### src/hdl/ibq_regs.vh
// register map, field codes and reset values of the image block transfer queue
`ifndef IBQ_REGS_VH
`define IBQ_REGS_VH

// ****************************************************************
// register byte offsets
// ****************************************************************
`define IBQ_OFF_METHOD     8'h00
`define IBQ_OFF_RUN_STYLE  8'h04
`define IBQ_OFF_BLOCKS     8'h08
`define IBQ_OFF_CAPACITY   8'h0c
`define IBQ_OFF_FILL       8'h10
`define IBQ_OFF_LOST       8'h14
`define IBQ_OFF_DISCIPLINE 8'h18
`define IBQ_OFF_CMD        8'h1c
`define IBQ_OFF_CHAN       8'h20
`define IBQ_OFF_STATUS     8'h24
`define IBQ_OFF_IRQ_STAT   8'h28
`define IBQ_OFF_IRQ_CLR    8'h2c
`define IBQ_OFF_IRQ_EN     8'h30

// ****************************************************************
// field codes
// ****************************************************************
`define IBQ_METHOD_BASIC   2'h0
`define IBQ_METHOD_AUTO    2'h1
`define IBQ_METHOD_HOST    2'h2
`define IBQ_METHOD_BAD     2'h3
`define IBQ_STYLE_CONT     1'b0
`define IBQ_STYLE_FIXED    1'b1
`define IBQ_ORDER_OLDEST   2'h0
`define IBQ_CMD_BEGIN_BIT  0
`define IBQ_CMD_HALT_BIT   1
`define IBQ_CHAN_OPEN_BIT  0
`define IBQ_EV_LOST        0
`define IBQ_EV_RUN_DONE    1
`define IBQ_EV_SENT        2
`define IBQ_NUM_EV         3

// ****************************************************************
// sizes and reset values
// ****************************************************************
`define IBQ_BLK_W          32
`define IBQ_DEPTH          8
`define IBQ_PTR_W          3
`define IBQ_CNT_W          4
`define IBQ_CAPACITY       4'h8
`define IBQ_BPR_W          16
`define IBQ_RST_METHOD     2'h0
`define IBQ_RST_BLOCKS     16'h0001
`define IBQ_RST_CHAN_OPEN  1'b1
`define IBQ_RESP_OKAY      2'h0
`define IBQ_RESP_SLVERR    2'h2

`endif

### src/hdl/ibq_mem.v
// block storage of the transfer queue, one write port and one registered read port
`include "ibq_regs.vh"

module ibq_mem (
	input wire aclk,
	input wire wr_en,
	input wire [`IBQ_PTR_W-1:0] wr_addr,
	input wire [`IBQ_BLK_W-1:0] wr_data,
	input wire rd_en,
	input wire [`IBQ_PTR_W-1:0] rd_addr,
	output reg [`IBQ_BLK_W-1:0] rd_data_q
);

	reg [`IBQ_BLK_W-1:0] store [0:`IBQ_DEPTH-1];

	// read-first: a read of the slot being overwritten returns the old block
	always @(posedge aclk) begin
		if (wr_en) begin
			store[wr_addr] <= wr_data;
		end
		if (rd_en) begin
			rd_data_q <= store[rd_addr];
		end
	end

endmodule // ibq_mem

### src/hdl/ibq_top.v
// image block transfer queue with run control, loss counting and axi4-lite registers
`include "ibq_regs.vh"

// Overview of operation
// - basic and automatic send queued blocks at once
// - method select: basic, automatic, host driven
// - run style select: continuous or fixed count
// - continuous: begin and halt gate streaming
// - fixed count: send configured blocks, then stop
// - blocks per run used only in fixed count
// - queue capacity readable, read only
// - fill level tracks every push and pop
// - lost block counter counts overwritten blocks
// - queue discipline writable, only oldest first
// - begin command starts streaming of queued blocks
// - halt finishes current block, then stops
// - full queue drops oldest unsent, counts loss
// - acquisition start or stop changes nothing here
// - closing channel empties queue, cancels sends
module ibq_top (
	input wire aclk,
	input wire aresetn,
	input wire [7:0] s_axi_awaddr,
	input wire s_axi_awvalid,
	output reg s_axi_awready,
	input wire [31:0] s_axi_wdata,
	input wire [3:0] s_axi_wstrb,
	input wire s_axi_wvalid,
	output reg s_axi_wready,
	output reg [1:0] s_axi_bresp,
	output reg s_axi_bvalid,
	input wire s_axi_bready,
	input wire [7:0] s_axi_araddr,
	input wire s_axi_arvalid,
	output reg s_axi_arready,
	output reg [31:0] s_axi_rdata,
	output reg [1:0] s_axi_rresp,
	output reg s_axi_rvalid,
	input wire s_axi_rready,
	input wire blk_in_valid,
	input wire [`IBQ_BLK_W-1:0] blk_in_data,
	output reg strm_tvalid_q,
	output reg [`IBQ_BLK_W-1:0] strm_tdata_q,
	input wire strm_tready,
	output reg irq_q
);

	// ****************************************************************
	// state
	// ****************************************************************
	reg aw_got_q;
	reg w_got_q;
	reg [7:0] awaddr_q;
	reg [31:0] wdata_q;
	reg [3:0] wstrb_q;
	reg [1:0] xfer_method_select_q;
	reg xfer_run_style_q;
	reg [`IBQ_BPR_W-1:0] blocks_per_run_q;
	reg [1:0] queue_discipline_q;
	reg chan_open_q;
	reg [`IBQ_NUM_EV-1:0] irq_en_q;
	reg [`IBQ_NUM_EV-1:0] irq_stat_q;
	reg [`IBQ_PTR_W-1:0] head_q;
	reg [`IBQ_PTR_W-1:0] tail_q;
	reg [`IBQ_CNT_W-1:0] queue_fill_level_q;
	reg [31:0] lost_block_counter_q;
	reg stream_on_q;
	reg [`IBQ_BPR_W-1:0] run_left_q;
	reg fetch_q;
	reg [31:0] rd_mux;
	reg rd_ok;
	wire [`IBQ_BLK_W-1:0] mem_rd_data;

	// merge new write data into an old word under the byte strobes
	function [31:0] ibq_merge;
		input [31:0] old_val;
		input [31:0] new_val;
		input [3:0] strb;
		integer i;
		begin
			for (i = 0; i < 4; i = i + 1) begin
				ibq_merge[i*8 +: 8] = strb[i] ? new_val[i*8 +: 8] : old_val[i*8 +: 8];
			end
		end
	endfunction

	// ****************************************************************
	// write decode and commands
	// ****************************************************************
	wire wr_fire = aw_got_q & w_got_q & ~s_axi_bvalid;
	wire [31:0] wr_word = ibq_merge(32'h0000_0000, wdata_q, wstrb_q);
	// byte lanes enabled by the strobes, kept as a net so it can be sliced
	wire [31:0] wr_mask = ibq_merge(32'h0000_0000, 32'hffff_ffff, wstrb_q);
	wire host_mode = (xfer_method_select_q == `IBQ_METHOD_HOST);
	wire fixed_style = (xfer_run_style_q == `IBQ_STYLE_FIXED);
	// commands count only in the host driven method; elsewhere they are dropped
	wire cmd_begin = wr_fire & (awaddr_q == `IBQ_OFF_CMD) & host_mode
		& wr_word[`IBQ_CMD_BEGIN_BIT];
	wire cmd_halt = wr_fire & (awaddr_q == `IBQ_OFF_CMD) & host_mode
		& wr_word[`IBQ_CMD_HALT_BIT];
	// a write of zero to the open bit closes the channel
	wire chan_close = wr_fire & (awaddr_q == `IBQ_OFF_CHAN) & wstrb_q[0]
		& ~wdata_q[`IBQ_CHAN_OPEN_BIT] & chan_open_q;

	// ****************************************************************
	// queue pointers and loss accounting
	// ****************************************************************
	// basic and automatic stream whenever a block is queued
	wire allow = chan_open_q & (~host_mode | (fixed_style ? (run_left_q != 0) : stream_on_q));
	wire q_empty = (queue_fill_level_q == 0);
	wire q_full = (queue_fill_level_q == `IBQ_CAPACITY);
	// pop only when the output slot is free, so one block is in flight at most
	wire pop = allow & ~q_empty & ~fetch_q & ~strm_tvalid_q & ~chan_close;
	// acquisition state never enters here, so it cannot disturb the queue
	wire push = blk_in_valid & chan_open_q & ~chan_close;
	// full with no pop: overwrite the oldest unsent block
	wire drop = push & q_full & ~pop;
	wire sent = strm_tvalid_q & strm_tready;
	wire run_done = pop & host_mode & fixed_style & (run_left_q == 1);
	wire [`IBQ_NUM_EV-1:0] events;

	assign events[`IBQ_EV_LOST] = drop;
	assign events[`IBQ_EV_RUN_DONE] = run_done;
	assign events[`IBQ_EV_SENT] = sent;

	// oldest block always leaves first; head is the oldest, tail the next slot to write
	always @(posedge aclk) begin
		if (!aresetn) begin
			head_q <= {`IBQ_PTR_W{1'b0}};
			tail_q <= {`IBQ_PTR_W{1'b0}};
			queue_fill_level_q <= {`IBQ_CNT_W{1'b0}};
			lost_block_counter_q <= 32'h0000_0000;
		end else if (chan_close) begin
			head_q <= {`IBQ_PTR_W{1'b0}};
			tail_q <= {`IBQ_PTR_W{1'b0}};
			queue_fill_level_q <= {`IBQ_CNT_W{1'b0}};
		end else begin
			if (push) begin
				tail_q <= tail_q + 1'b1;
			end
			if (pop | drop) begin
				head_q <= head_q + 1'b1;
			end
			// a drop keeps the level: one block in, one block out
			if ((push & ~drop) & ~pop) begin
				queue_fill_level_q <= queue_fill_level_q + 1'b1;
			end else if (pop & ~push) begin
				queue_fill_level_q <= queue_fill_level_q - 1'b1;
			end
			if (drop) begin
				lost_block_counter_q <= lost_block_counter_q + 32'h0000_0001;
			end
		end
	end

	ibq_mem u_mem (
		.aclk(aclk),
		.wr_en(push),
		.wr_addr(tail_q),
		.wr_data(blk_in_data),
		.rd_en(pop),
		.rd_addr(head_q),
		.rd_data_q(mem_rd_data)
	);

	// ****************************************************************
	// run control
	// ****************************************************************
	always @(posedge aclk) begin
		if (!aresetn) begin
			stream_on_q <= 1'b0;
			run_left_q <= {`IBQ_BPR_W{1'b0}};
		end else if (chan_close) begin
			stream_on_q <= 1'b0;
			run_left_q <= {`IBQ_BPR_W{1'b0}};
		end else if (cmd_halt) begin
			// the block already fetched or on the stream still completes
			stream_on_q <= 1'b0;
			run_left_q <= {`IBQ_BPR_W{1'b0}};
		end else if (cmd_begin) begin
			if (fixed_style) begin
				run_left_q <= blocks_per_run_q;
			end else begin
				stream_on_q <= 1'b1;
			end
		end else if (pop & host_mode & fixed_style) begin
			// reaching zero leaves the run idle until the next begin
			run_left_q <= run_left_q - 1'b1;
		end
	end

	// ****************************************************************
	// stream output
	// ****************************************************************
	// memory read data lands one cycle after the pop, then waits for tready
	always @(posedge aclk) begin
		if (!aresetn) begin
			fetch_q <= 1'b0;
			strm_tvalid_q <= 1'b0;
			strm_tdata_q <= {`IBQ_BLK_W{1'b0}};
		end else if (chan_close) begin
			// a closed channel takes back even the offered block
			fetch_q <= 1'b0;
			strm_tvalid_q <= 1'b0;
		end else begin
			fetch_q <= pop;
			if (fetch_q) begin
				strm_tvalid_q <= 1'b1;
				strm_tdata_q <= mem_rd_data;
			end else if (sent) begin
				strm_tvalid_q <= 1'b0;
			end
		end
	end

	// ****************************************************************
	// interrupt status, set wins over clear
	// ****************************************************************
	wire irq_clr_hit = wr_fire & (awaddr_q == `IBQ_OFF_IRQ_CLR);

	genvar g;
	generate
		for (g = 0; g < `IBQ_NUM_EV; g = g + 1) begin : g_irq
			always @(posedge aclk) begin
				if (!aresetn) begin
					irq_stat_q[g] <= 1'b0;
				end else if (events[g]) begin
					irq_stat_q[g] <= 1'b1;
				end else if (irq_clr_hit & wr_word[g]) begin
					irq_stat_q[g] <= 1'b0;
				end
			end
		end
	endgenerate

	always @(posedge aclk) begin
		if (!aresetn) begin
			irq_q <= 1'b0;
		end else begin
			irq_q <= |(irq_stat_q & irq_en_q);
		end
	end

	// ****************************************************************
	// axi4-lite write channel and register writes
	// ****************************************************************
	always @(posedge aclk) begin
		if (!aresetn) begin
			aw_got_q <= 1'b0;
			w_got_q <= 1'b0;
			awaddr_q <= 8'h00;
			wdata_q <= 32'h0000_0000;
			wstrb_q <= 4'h0;
			s_axi_awready <= 1'b0;
			s_axi_wready <= 1'b0;
			s_axi_bvalid <= 1'b0;
			s_axi_bresp <= `IBQ_RESP_OKAY;
		end else begin
			// ready rises the cycle after the channel is free again
			s_axi_awready <= ~aw_got_q & ~(s_axi_awvalid & s_axi_awready) & ~s_axi_bvalid;
			s_axi_wready <= ~w_got_q & ~(s_axi_wvalid & s_axi_wready) & ~s_axi_bvalid;
			if (s_axi_awvalid & s_axi_awready) begin
				aw_got_q <= 1'b1;
				awaddr_q <= s_axi_awaddr;
			end
			if (s_axi_wvalid & s_axi_wready) begin
				w_got_q <= 1'b1;
				wdata_q <= s_axi_wdata;
				wstrb_q <= s_axi_wstrb;
			end
			if (wr_fire) begin
				aw_got_q <= 1'b0;
				w_got_q <= 1'b0;
				s_axi_bvalid <= 1'b1;
				if ((awaddr_q == `IBQ_OFF_METHOD) || (awaddr_q == `IBQ_OFF_RUN_STYLE)
					|| (awaddr_q == `IBQ_OFF_BLOCKS) || (awaddr_q == `IBQ_OFF_DISCIPLINE)
					|| (awaddr_q == `IBQ_OFF_CMD) || (awaddr_q == `IBQ_OFF_CHAN)
					|| (awaddr_q == `IBQ_OFF_IRQ_CLR) || (awaddr_q == `IBQ_OFF_IRQ_EN)
					|| (awaddr_q == `IBQ_OFF_CAPACITY) || (awaddr_q == `IBQ_OFF_FILL)
					|| (awaddr_q == `IBQ_OFF_LOST) || (awaddr_q == `IBQ_OFF_STATUS)
					|| (awaddr_q == `IBQ_OFF_IRQ_STAT)) begin
					s_axi_bresp <= `IBQ_RESP_OKAY;
				end else begin
					s_axi_bresp <= `IBQ_RESP_SLVERR;
				end
			end else if (s_axi_bvalid & s_axi_bready) begin
				s_axi_bvalid <= 1'b0;
			end
		end
	end

	// writable settings; read-only offsets absorb writes silently
	always @(posedge aclk) begin
		if (!aresetn) begin
			xfer_method_select_q <= `IBQ_RST_METHOD;
			xfer_run_style_q <= `IBQ_STYLE_CONT;
			blocks_per_run_q <= `IBQ_RST_BLOCKS;
			queue_discipline_q <= `IBQ_ORDER_OLDEST;
			chan_open_q <= `IBQ_RST_CHAN_OPEN;
			irq_en_q <= {`IBQ_NUM_EV{1'b0}};
		end else if (wr_fire) begin
			if ((awaddr_q == `IBQ_OFF_METHOD) && wstrb_q[0]) begin
				// the unused fourth code is refused, the old method stays
				if (wdata_q[1:0] != `IBQ_METHOD_BAD) begin
					xfer_method_select_q <= wdata_q[1:0];
				end
			end else if ((awaddr_q == `IBQ_OFF_RUN_STYLE) && wstrb_q[0]) begin
				xfer_run_style_q <= wdata_q[0];
			end else if (awaddr_q == `IBQ_OFF_BLOCKS) begin
				// stored always, but only a fixed count begin ever reads it
				blocks_per_run_q <= wr_word[`IBQ_BPR_W-1:0]
					| (blocks_per_run_q & ~wr_mask[`IBQ_BPR_W-1:0]);
			end else if ((awaddr_q == `IBQ_OFF_DISCIPLINE) && wstrb_q[0]) begin
				// oldest first is the one order; other codes leave it unchanged
				if (wdata_q[1:0] == `IBQ_ORDER_OLDEST) begin
					queue_discipline_q <= wdata_q[1:0];
				end
			end else if ((awaddr_q == `IBQ_OFF_CHAN) && wstrb_q[0]) begin
				chan_open_q <= wdata_q[`IBQ_CHAN_OPEN_BIT];
			end else if ((awaddr_q == `IBQ_OFF_IRQ_EN) && wstrb_q[0]) begin
				irq_en_q <= wdata_q[`IBQ_NUM_EV-1:0];
			end
		end
	end

	// ****************************************************************
	// axi4-lite read channel
	// ****************************************************************
	// reads have no side effects, so the mux can sit right on araddr
	always @* begin
		rd_mux = 32'h0000_0000;
		rd_ok = 1'b1;
		if (s_axi_araddr == `IBQ_OFF_METHOD) begin
			rd_mux[1:0] = xfer_method_select_q;
		end else if (s_axi_araddr == `IBQ_OFF_RUN_STYLE) begin
			rd_mux[0] = xfer_run_style_q;
		end else if (s_axi_araddr == `IBQ_OFF_BLOCKS) begin
			rd_mux[`IBQ_BPR_W-1:0] = blocks_per_run_q;
		end else if (s_axi_araddr == `IBQ_OFF_CAPACITY) begin
			rd_mux[`IBQ_CNT_W-1:0] = `IBQ_CAPACITY;
		end else if (s_axi_araddr == `IBQ_OFF_FILL) begin
			rd_mux[`IBQ_CNT_W-1:0] = queue_fill_level_q;
		end else if (s_axi_araddr == `IBQ_OFF_LOST) begin
			rd_mux = lost_block_counter_q;
		end else if (s_axi_araddr == `IBQ_OFF_DISCIPLINE) begin
			rd_mux[1:0] = queue_discipline_q;
		end else if ((s_axi_araddr == `IBQ_OFF_CMD) || (s_axi_araddr == `IBQ_OFF_IRQ_CLR)) begin
			rd_mux = 32'h0000_0000;
		end else if (s_axi_araddr == `IBQ_OFF_CHAN) begin
			rd_mux[`IBQ_CHAN_OPEN_BIT] = chan_open_q;
		end else if (s_axi_araddr == `IBQ_OFF_STATUS) begin
			rd_mux = {run_left_q, 12'h000, strm_tvalid_q, chan_open_q, allow, stream_on_q};
		end else if (s_axi_araddr == `IBQ_OFF_IRQ_STAT) begin
			rd_mux[`IBQ_NUM_EV-1:0] = irq_stat_q;
		end else if (s_axi_araddr == `IBQ_OFF_IRQ_EN) begin
			rd_mux[`IBQ_NUM_EV-1:0] = irq_en_q;
		end else begin
			rd_ok = 1'b0;
		end
	end

	always @(posedge aclk) begin
		if (!aresetn) begin
			s_axi_arready <= 1'b0;
			s_axi_rvalid <= 1'b0;
			s_axi_rdata <= 32'h0000_0000;
			s_axi_rresp <= `IBQ_RESP_OKAY;
		end else begin
			s_axi_arready <= ~s_axi_rvalid & ~(s_axi_arvalid & s_axi_arready);
			if (s_axi_arvalid & s_axi_arready) begin
				s_axi_rvalid <= 1'b1;
				s_axi_rdata <= rd_mux;
				s_axi_rresp <= rd_ok ? `IBQ_RESP_OKAY : `IBQ_RESP_SLVERR;
			end else if (s_axi_rvalid & s_axi_rready) begin
				s_axi_rvalid <= 1'b0;
			end
		end
	end

endmodule // ibq_top

### config.mk
export PLATFORM = sky130hd
export DESIGN_NAME = ibq_top
export DESIGN_NICKNAME = d
export VERILOG_FILES = /design/src/hdl/ibq_mem.v /design/src/hdl/ibq_top.v
export VERILOG_INCLUDE_DIRS = /design/src /design/src/hdl
export SDC_FILE = /design/constraint.sdc
export NUM_CORES = 1
export LEC_CHECK = 0
export BUFFER_PORTS_ARGS = -buffer_cell sky130_fd_sc_hd__buf_4
export CAP_MARGIN = 20
export CELL_PAD_IN_SITES_DETAIL_PLACEMENT = 1
export CELL_PAD_IN_SITES_GLOBAL_PLACEMENT = 1
export CORE_MARGIN = 5
export CORE_UTILIZATION = 25
export CTS_BUF_LIST = sky130_fd_sc_hd__clkbuf_4
export DETAILED_ROUTE_END_ITERATION = 7
export HOLD_SLACK_MARGIN = 0.05
export MAX_ROUTING_LAYER = met4
export PLACE_DENSITY = 0.56
export SYNTH_ARGS = -nofsm -noshare
export SYNTH_HDL_FRONTEND = slang
export SYNTH_SLANG_ARGS = --single-unit
### constraint.sdc
create_clock -name aclk -period 6 [get_ports aclk]
set_input_delay 0.3 -clock aclk [delete_from_list [all_inputs] [get_ports aclk]]
set_output_delay 0.3 -clock aclk [all_outputs]
set_load 0.03 [all_outputs]
==> results.yml <==
grt:
  grt.overflow.total: 0
  grt_antenna_before_repair: 6
  grt_pass1_wl_um: 87700
  grt_max_degree: 74
  globalRouteTotalUtil_pct: 14.2
  first_global_vias: 15000
synth:
  synth_seq_cells: 477
  mappedNetlistArea_sq_um: 19300
  synthesis.instances: 1479
  avgSynthCellArea_sq_um: 13.0
  yosys_warnings: 0
  ys_async_sr_fraction_pct: 0
  synthDistinctLibCells: 82
  yosys_most_used_dff: "edfxtp_1"
  synth-seq-area-share_pct: 64.4
  synth_edf_count: 288
place:
  place_hpwl_um: 35300
  place_congestion: 0.823
  post-place-cells: 2584
  placement.io_buffers: 147
  placement.setup.worst_slack_ns: 2.15
worst_setup_path:
  path_delay_family: "simple AND/OR/NAND/NOR gates"
  start_kind: "flop"
  critical_path_arrival_ns: 4.77
  path_common_cell: "a21oi_1"
  setup_cp_type: "flop to flop"
  crit_chain: "nor4_1, and2_1, nand3_1, a21oi_1, nand2_1, ha_1, a21o_1, a21oi_1, nand4_1, o31ai_1, mux2i_1"
  critical_path.n_buffers_inverters: 0
  timing.critical_path.fanout_max: 12
  critPathSlowestCell: "nand3_1"
  critPathRequiredTime_ns: 6.82
  crit_path_end_kind: "flop"
  cp_slowest_stage_delay_ns: 0.64
clock_network:
  number_of_h_tree_levels: 4
  clock_path_buffers: 3
  cts.root.buffer_cell: "clkbuf_4"
  total_of_cells_resized_after_clock_tree_synthesis: 0
  cts_tree: "built"
  tritoncts.num_buffers: 140
  clkSinkCount: 477
  worst_setup_hold_path_clk_slew_ns: 0.07
  clk_latency_ns: 0.94
sta:
  rsz_0062_raised_after_global_routing: "false"
  timing.hold.ws_ns: 0.196
  finalSetupViolations: 0
  total_negative_slack_for_setup_checks_ns: 0
  timing_hold_violations_final: 0
  worst_slew_margin_rel_pct: 28.6
  final.period_utilization_pct: 65.8
  post-route-worst-setup-slack_ns: 2.05
  finClkSkew_ns: 0.0715
  max_slew_violation_count: 0
  fmax_ghz: 0.253
  timing_worst_slew_pin_value_ns: 1.07
  layout_min_cycle_time_ns: 3.95
floorplanning:
  core_area_sq_um: 76200
  die_h_um: 288
  fp.dieArea_sq_um: 82800
  ios: 168
  initial_core_util_pct: 25.3
  die_x_um: 288
  num_rows: 101
layout:
  area_used_by_multi_input_combinational_logic_sq_um: 6460
  layout.nets: 1956
  drive_gt1_share_pct: 26.1
  n_fill_cell: 8344
  final_core_utilization_pct: 32.6
  layoutNonFillerInstCount: 2995
  layout.area.seq_sq_um: 12400
  area_growth_pct: 28.9
power_and_ir_drop:
  p_per_area_nw_per_um2: 352
  irDropWorstVdd_v: 0.000185
  power.sequential.fraction_pct: 46.0
  power.share.combinational_pct: 19.7
  p_leak_nw: 8.70
  p_switching_w: 0.00261
  power_switching_share_pct: 29.7
  internal_power_w: 0.00616
  clock_power_share_pct: 34.3
outcome:
  outcome: "completed"
route:
  detail-route-antenna-nets: 0
  remaining_drc_errors: 0
  detailed_router_s_first_iteration_violation_count: 719
  detailroute.via_count: 13800
  finalWirelength_um: 57000
  route.detailed.wl_per_inst_um: 19.0
  total_iterations_of_the_first_detailed_routing_run: 5
  avgViaCountPerCell: 4.59
hold_path:
  worstHoldPathType: "primary input to flop"
job:
  drv_cap: 0
-- routing by layer --
| metal | vias to the layer above | wire length (um) | global-route usage [%] |
|---|---|---|---|
| met5 | - | 0 | - |
| met4 | 0 | 1730 | 5.93 |
| met3 | 114 | 2940 | 3.54 |
| met2 | 339 | 28700 | 23.9 |
| met1 | 6856 | 23700 | 16.2 |
| li1 | 6441 | - | - |
-- final timing paths --
path                            slack (ns)                     to  cells past startpoint             from
worst max-delay path                  2.05  queue_fill_level_q[3]                     11    run_left_q[4]
worst min-delay path                  0.20     u_mem.store[3][27]                      2  blk_in_data[27]
worst max register to register        2.05  queue_fill_level_q[3]                     11    run_left_q[4]
worst min register to register        0.45         s_axi_rdata[7]                      2   s_axi_rdata[7]
-- state kept, by name, summed over array words and instances, names as in the netlist, 2 cells and up, named ones only --
register              count
awaddr_q                  8
head_q                    3
irq_en_q                  3
irq_stat_q                3
lost_block_counter_q     32
queue_discipline_q        2
queue_fill_level_q        4
run_left_q               16
s_axi_rdata              32
strm_tdata_q             32
tail_q                    3
u_mem.rd_data_q          32
u_mem.store             256
wdata_q                  16
wstrb_q                   2
xfer_method_select_q      2
-- power by group through the flow --
stage / Combinational [W] / Clock, W / Sequential (W)
global placement: 0.00167 / 0 / 0.00410
finish: 0.00173 / 0.00301 / 0.00403
global route: 0.00188 / 0.00336 / 0.00407
detailed placement: 0.00170 / 0 / 0.00411
CTS: 0.00178 / 0.00316 / 0.00404
floorplan: 0.00104 / 0 / 0.00413
-- Yosys cell counts (8+ instances only) --
| library cell | number | area (sq um) |
|---|---|---|
| o21bai_1 | 8 | 60.1 |
| clkbuf_1 | 66 | 248 |
| nand2b_1 | 17 | 106 |
| buf_1 | 12 | 45.0 |
| nor2b_1 | 8 | 50.1 |
| nor3_1 | 31 | 155 |
| xnor2_1 | 8 | 70.1 |
| mux2_2 | 32 | 360 |
| inv_1 | 16 | 60.1 |
| nand4_1 | 8 | 50.1 |
| o22ai_1 | 15 | 93.8 |
| mux4_2 | 64 | 1440 |
| nand2_1 | 203 | 762 |
| nor4_1 | 21 | 131 |
| edfxtp_1 | 288 | 8650 |
| a21oi_1 | 115 | 576 |
| nand3_1 | 32 | 160 |
| and3_1 | 13 | 81.3 |
| a22oi_1 | 25 | 188 |
| or3_1 | 15 | 93.8 |
| buf_2 | 12 | 60.1 |
| o21ai_0 | 32 | 160 |
| ha_1 | 8 | 100 |
| mux2i_1 | 27 | 270 |
| dfxtp_1 | 189 | 3780 |
| nor2_1 | 85 | 319 |
-- stage by stage --
stage	power (W)	cell area, sq um
after global placement	0.00577	21500
final	0.00877	24900
after detailed placement	0.00581	21500
after global routing	0.00931	24900
after floorplan	0.00517	19300
after CTS	0.00899	24800
-- placed cells by master (no fill, tap or decap), drive strengths merged, types with 9 or more instances in the layout --
master,count
a21oi,115
a22oi,26
and3,13
buf,170
clkbuf,190
clkinv,45
dfxtp,189
dlygate4sd3,157
edfxtp,288
inv,23
mux2,32
mux2i,27
mux4,64
nand2,203
nand2b,17
nand3,32
nor2,86
nor3,31
nor4,25
o21ai,34
o22ai,15
o311ai,9
or3,16
-- worst register-to-register path, delay by kind of cell (launching register included) --
| family | cells | cell delay [ns] |
|---|---|---|
| AOI/OAI and AO/OA | 4 | 1.07 |
| muxes | 1 | 0.21 |
| adders and majority gates | 1 | 0.31 |
| DFF | 1 | 0.39 |
| and+or+nand+nor | 5 | 1.88 |
-- cell type report --
cell class                      instances  area share [%]
Antenna cell                            8          0.0805
Clock buffer                          190            5.73
Clock inverter                         55            1.28
Inverter                               17           0.267
Multi-Input combinational cell        891            26.0
Sequential cell                       477            50.0
Tap cell                             1030            5.18
Timing Repair Buffer                  327            11.5
-- kinds of logic (layout without fill, tap and decap cells) --
logic type / count (synthesis) / count (layout) / share of synthesized area (%)
flip-flops: 477 / 477 / 64.4
AND/OR/NAND/NOR: 474 / 474 / 11.7
AO/OA/AOI/OAI: 272 / 272 / 9.60
multiplexers: 123 / 123 / 10.7
buffers and inverters: 112 / 589 / 2.37
XOR/XNOR: 11 / 11 / 0.499
adder cells (fa/ha/maj): 9 / 9 / 0.623
other: 1 / 10 / 0.0194
-- repair_timing --
action	in CTS	in global routing
setup endpoints to repair	0	0
hold endpoints to repair	345	0
setup buffers	0	0
hold buffers	157	0
Note: power is estimated with default switching activity, not from simulation.
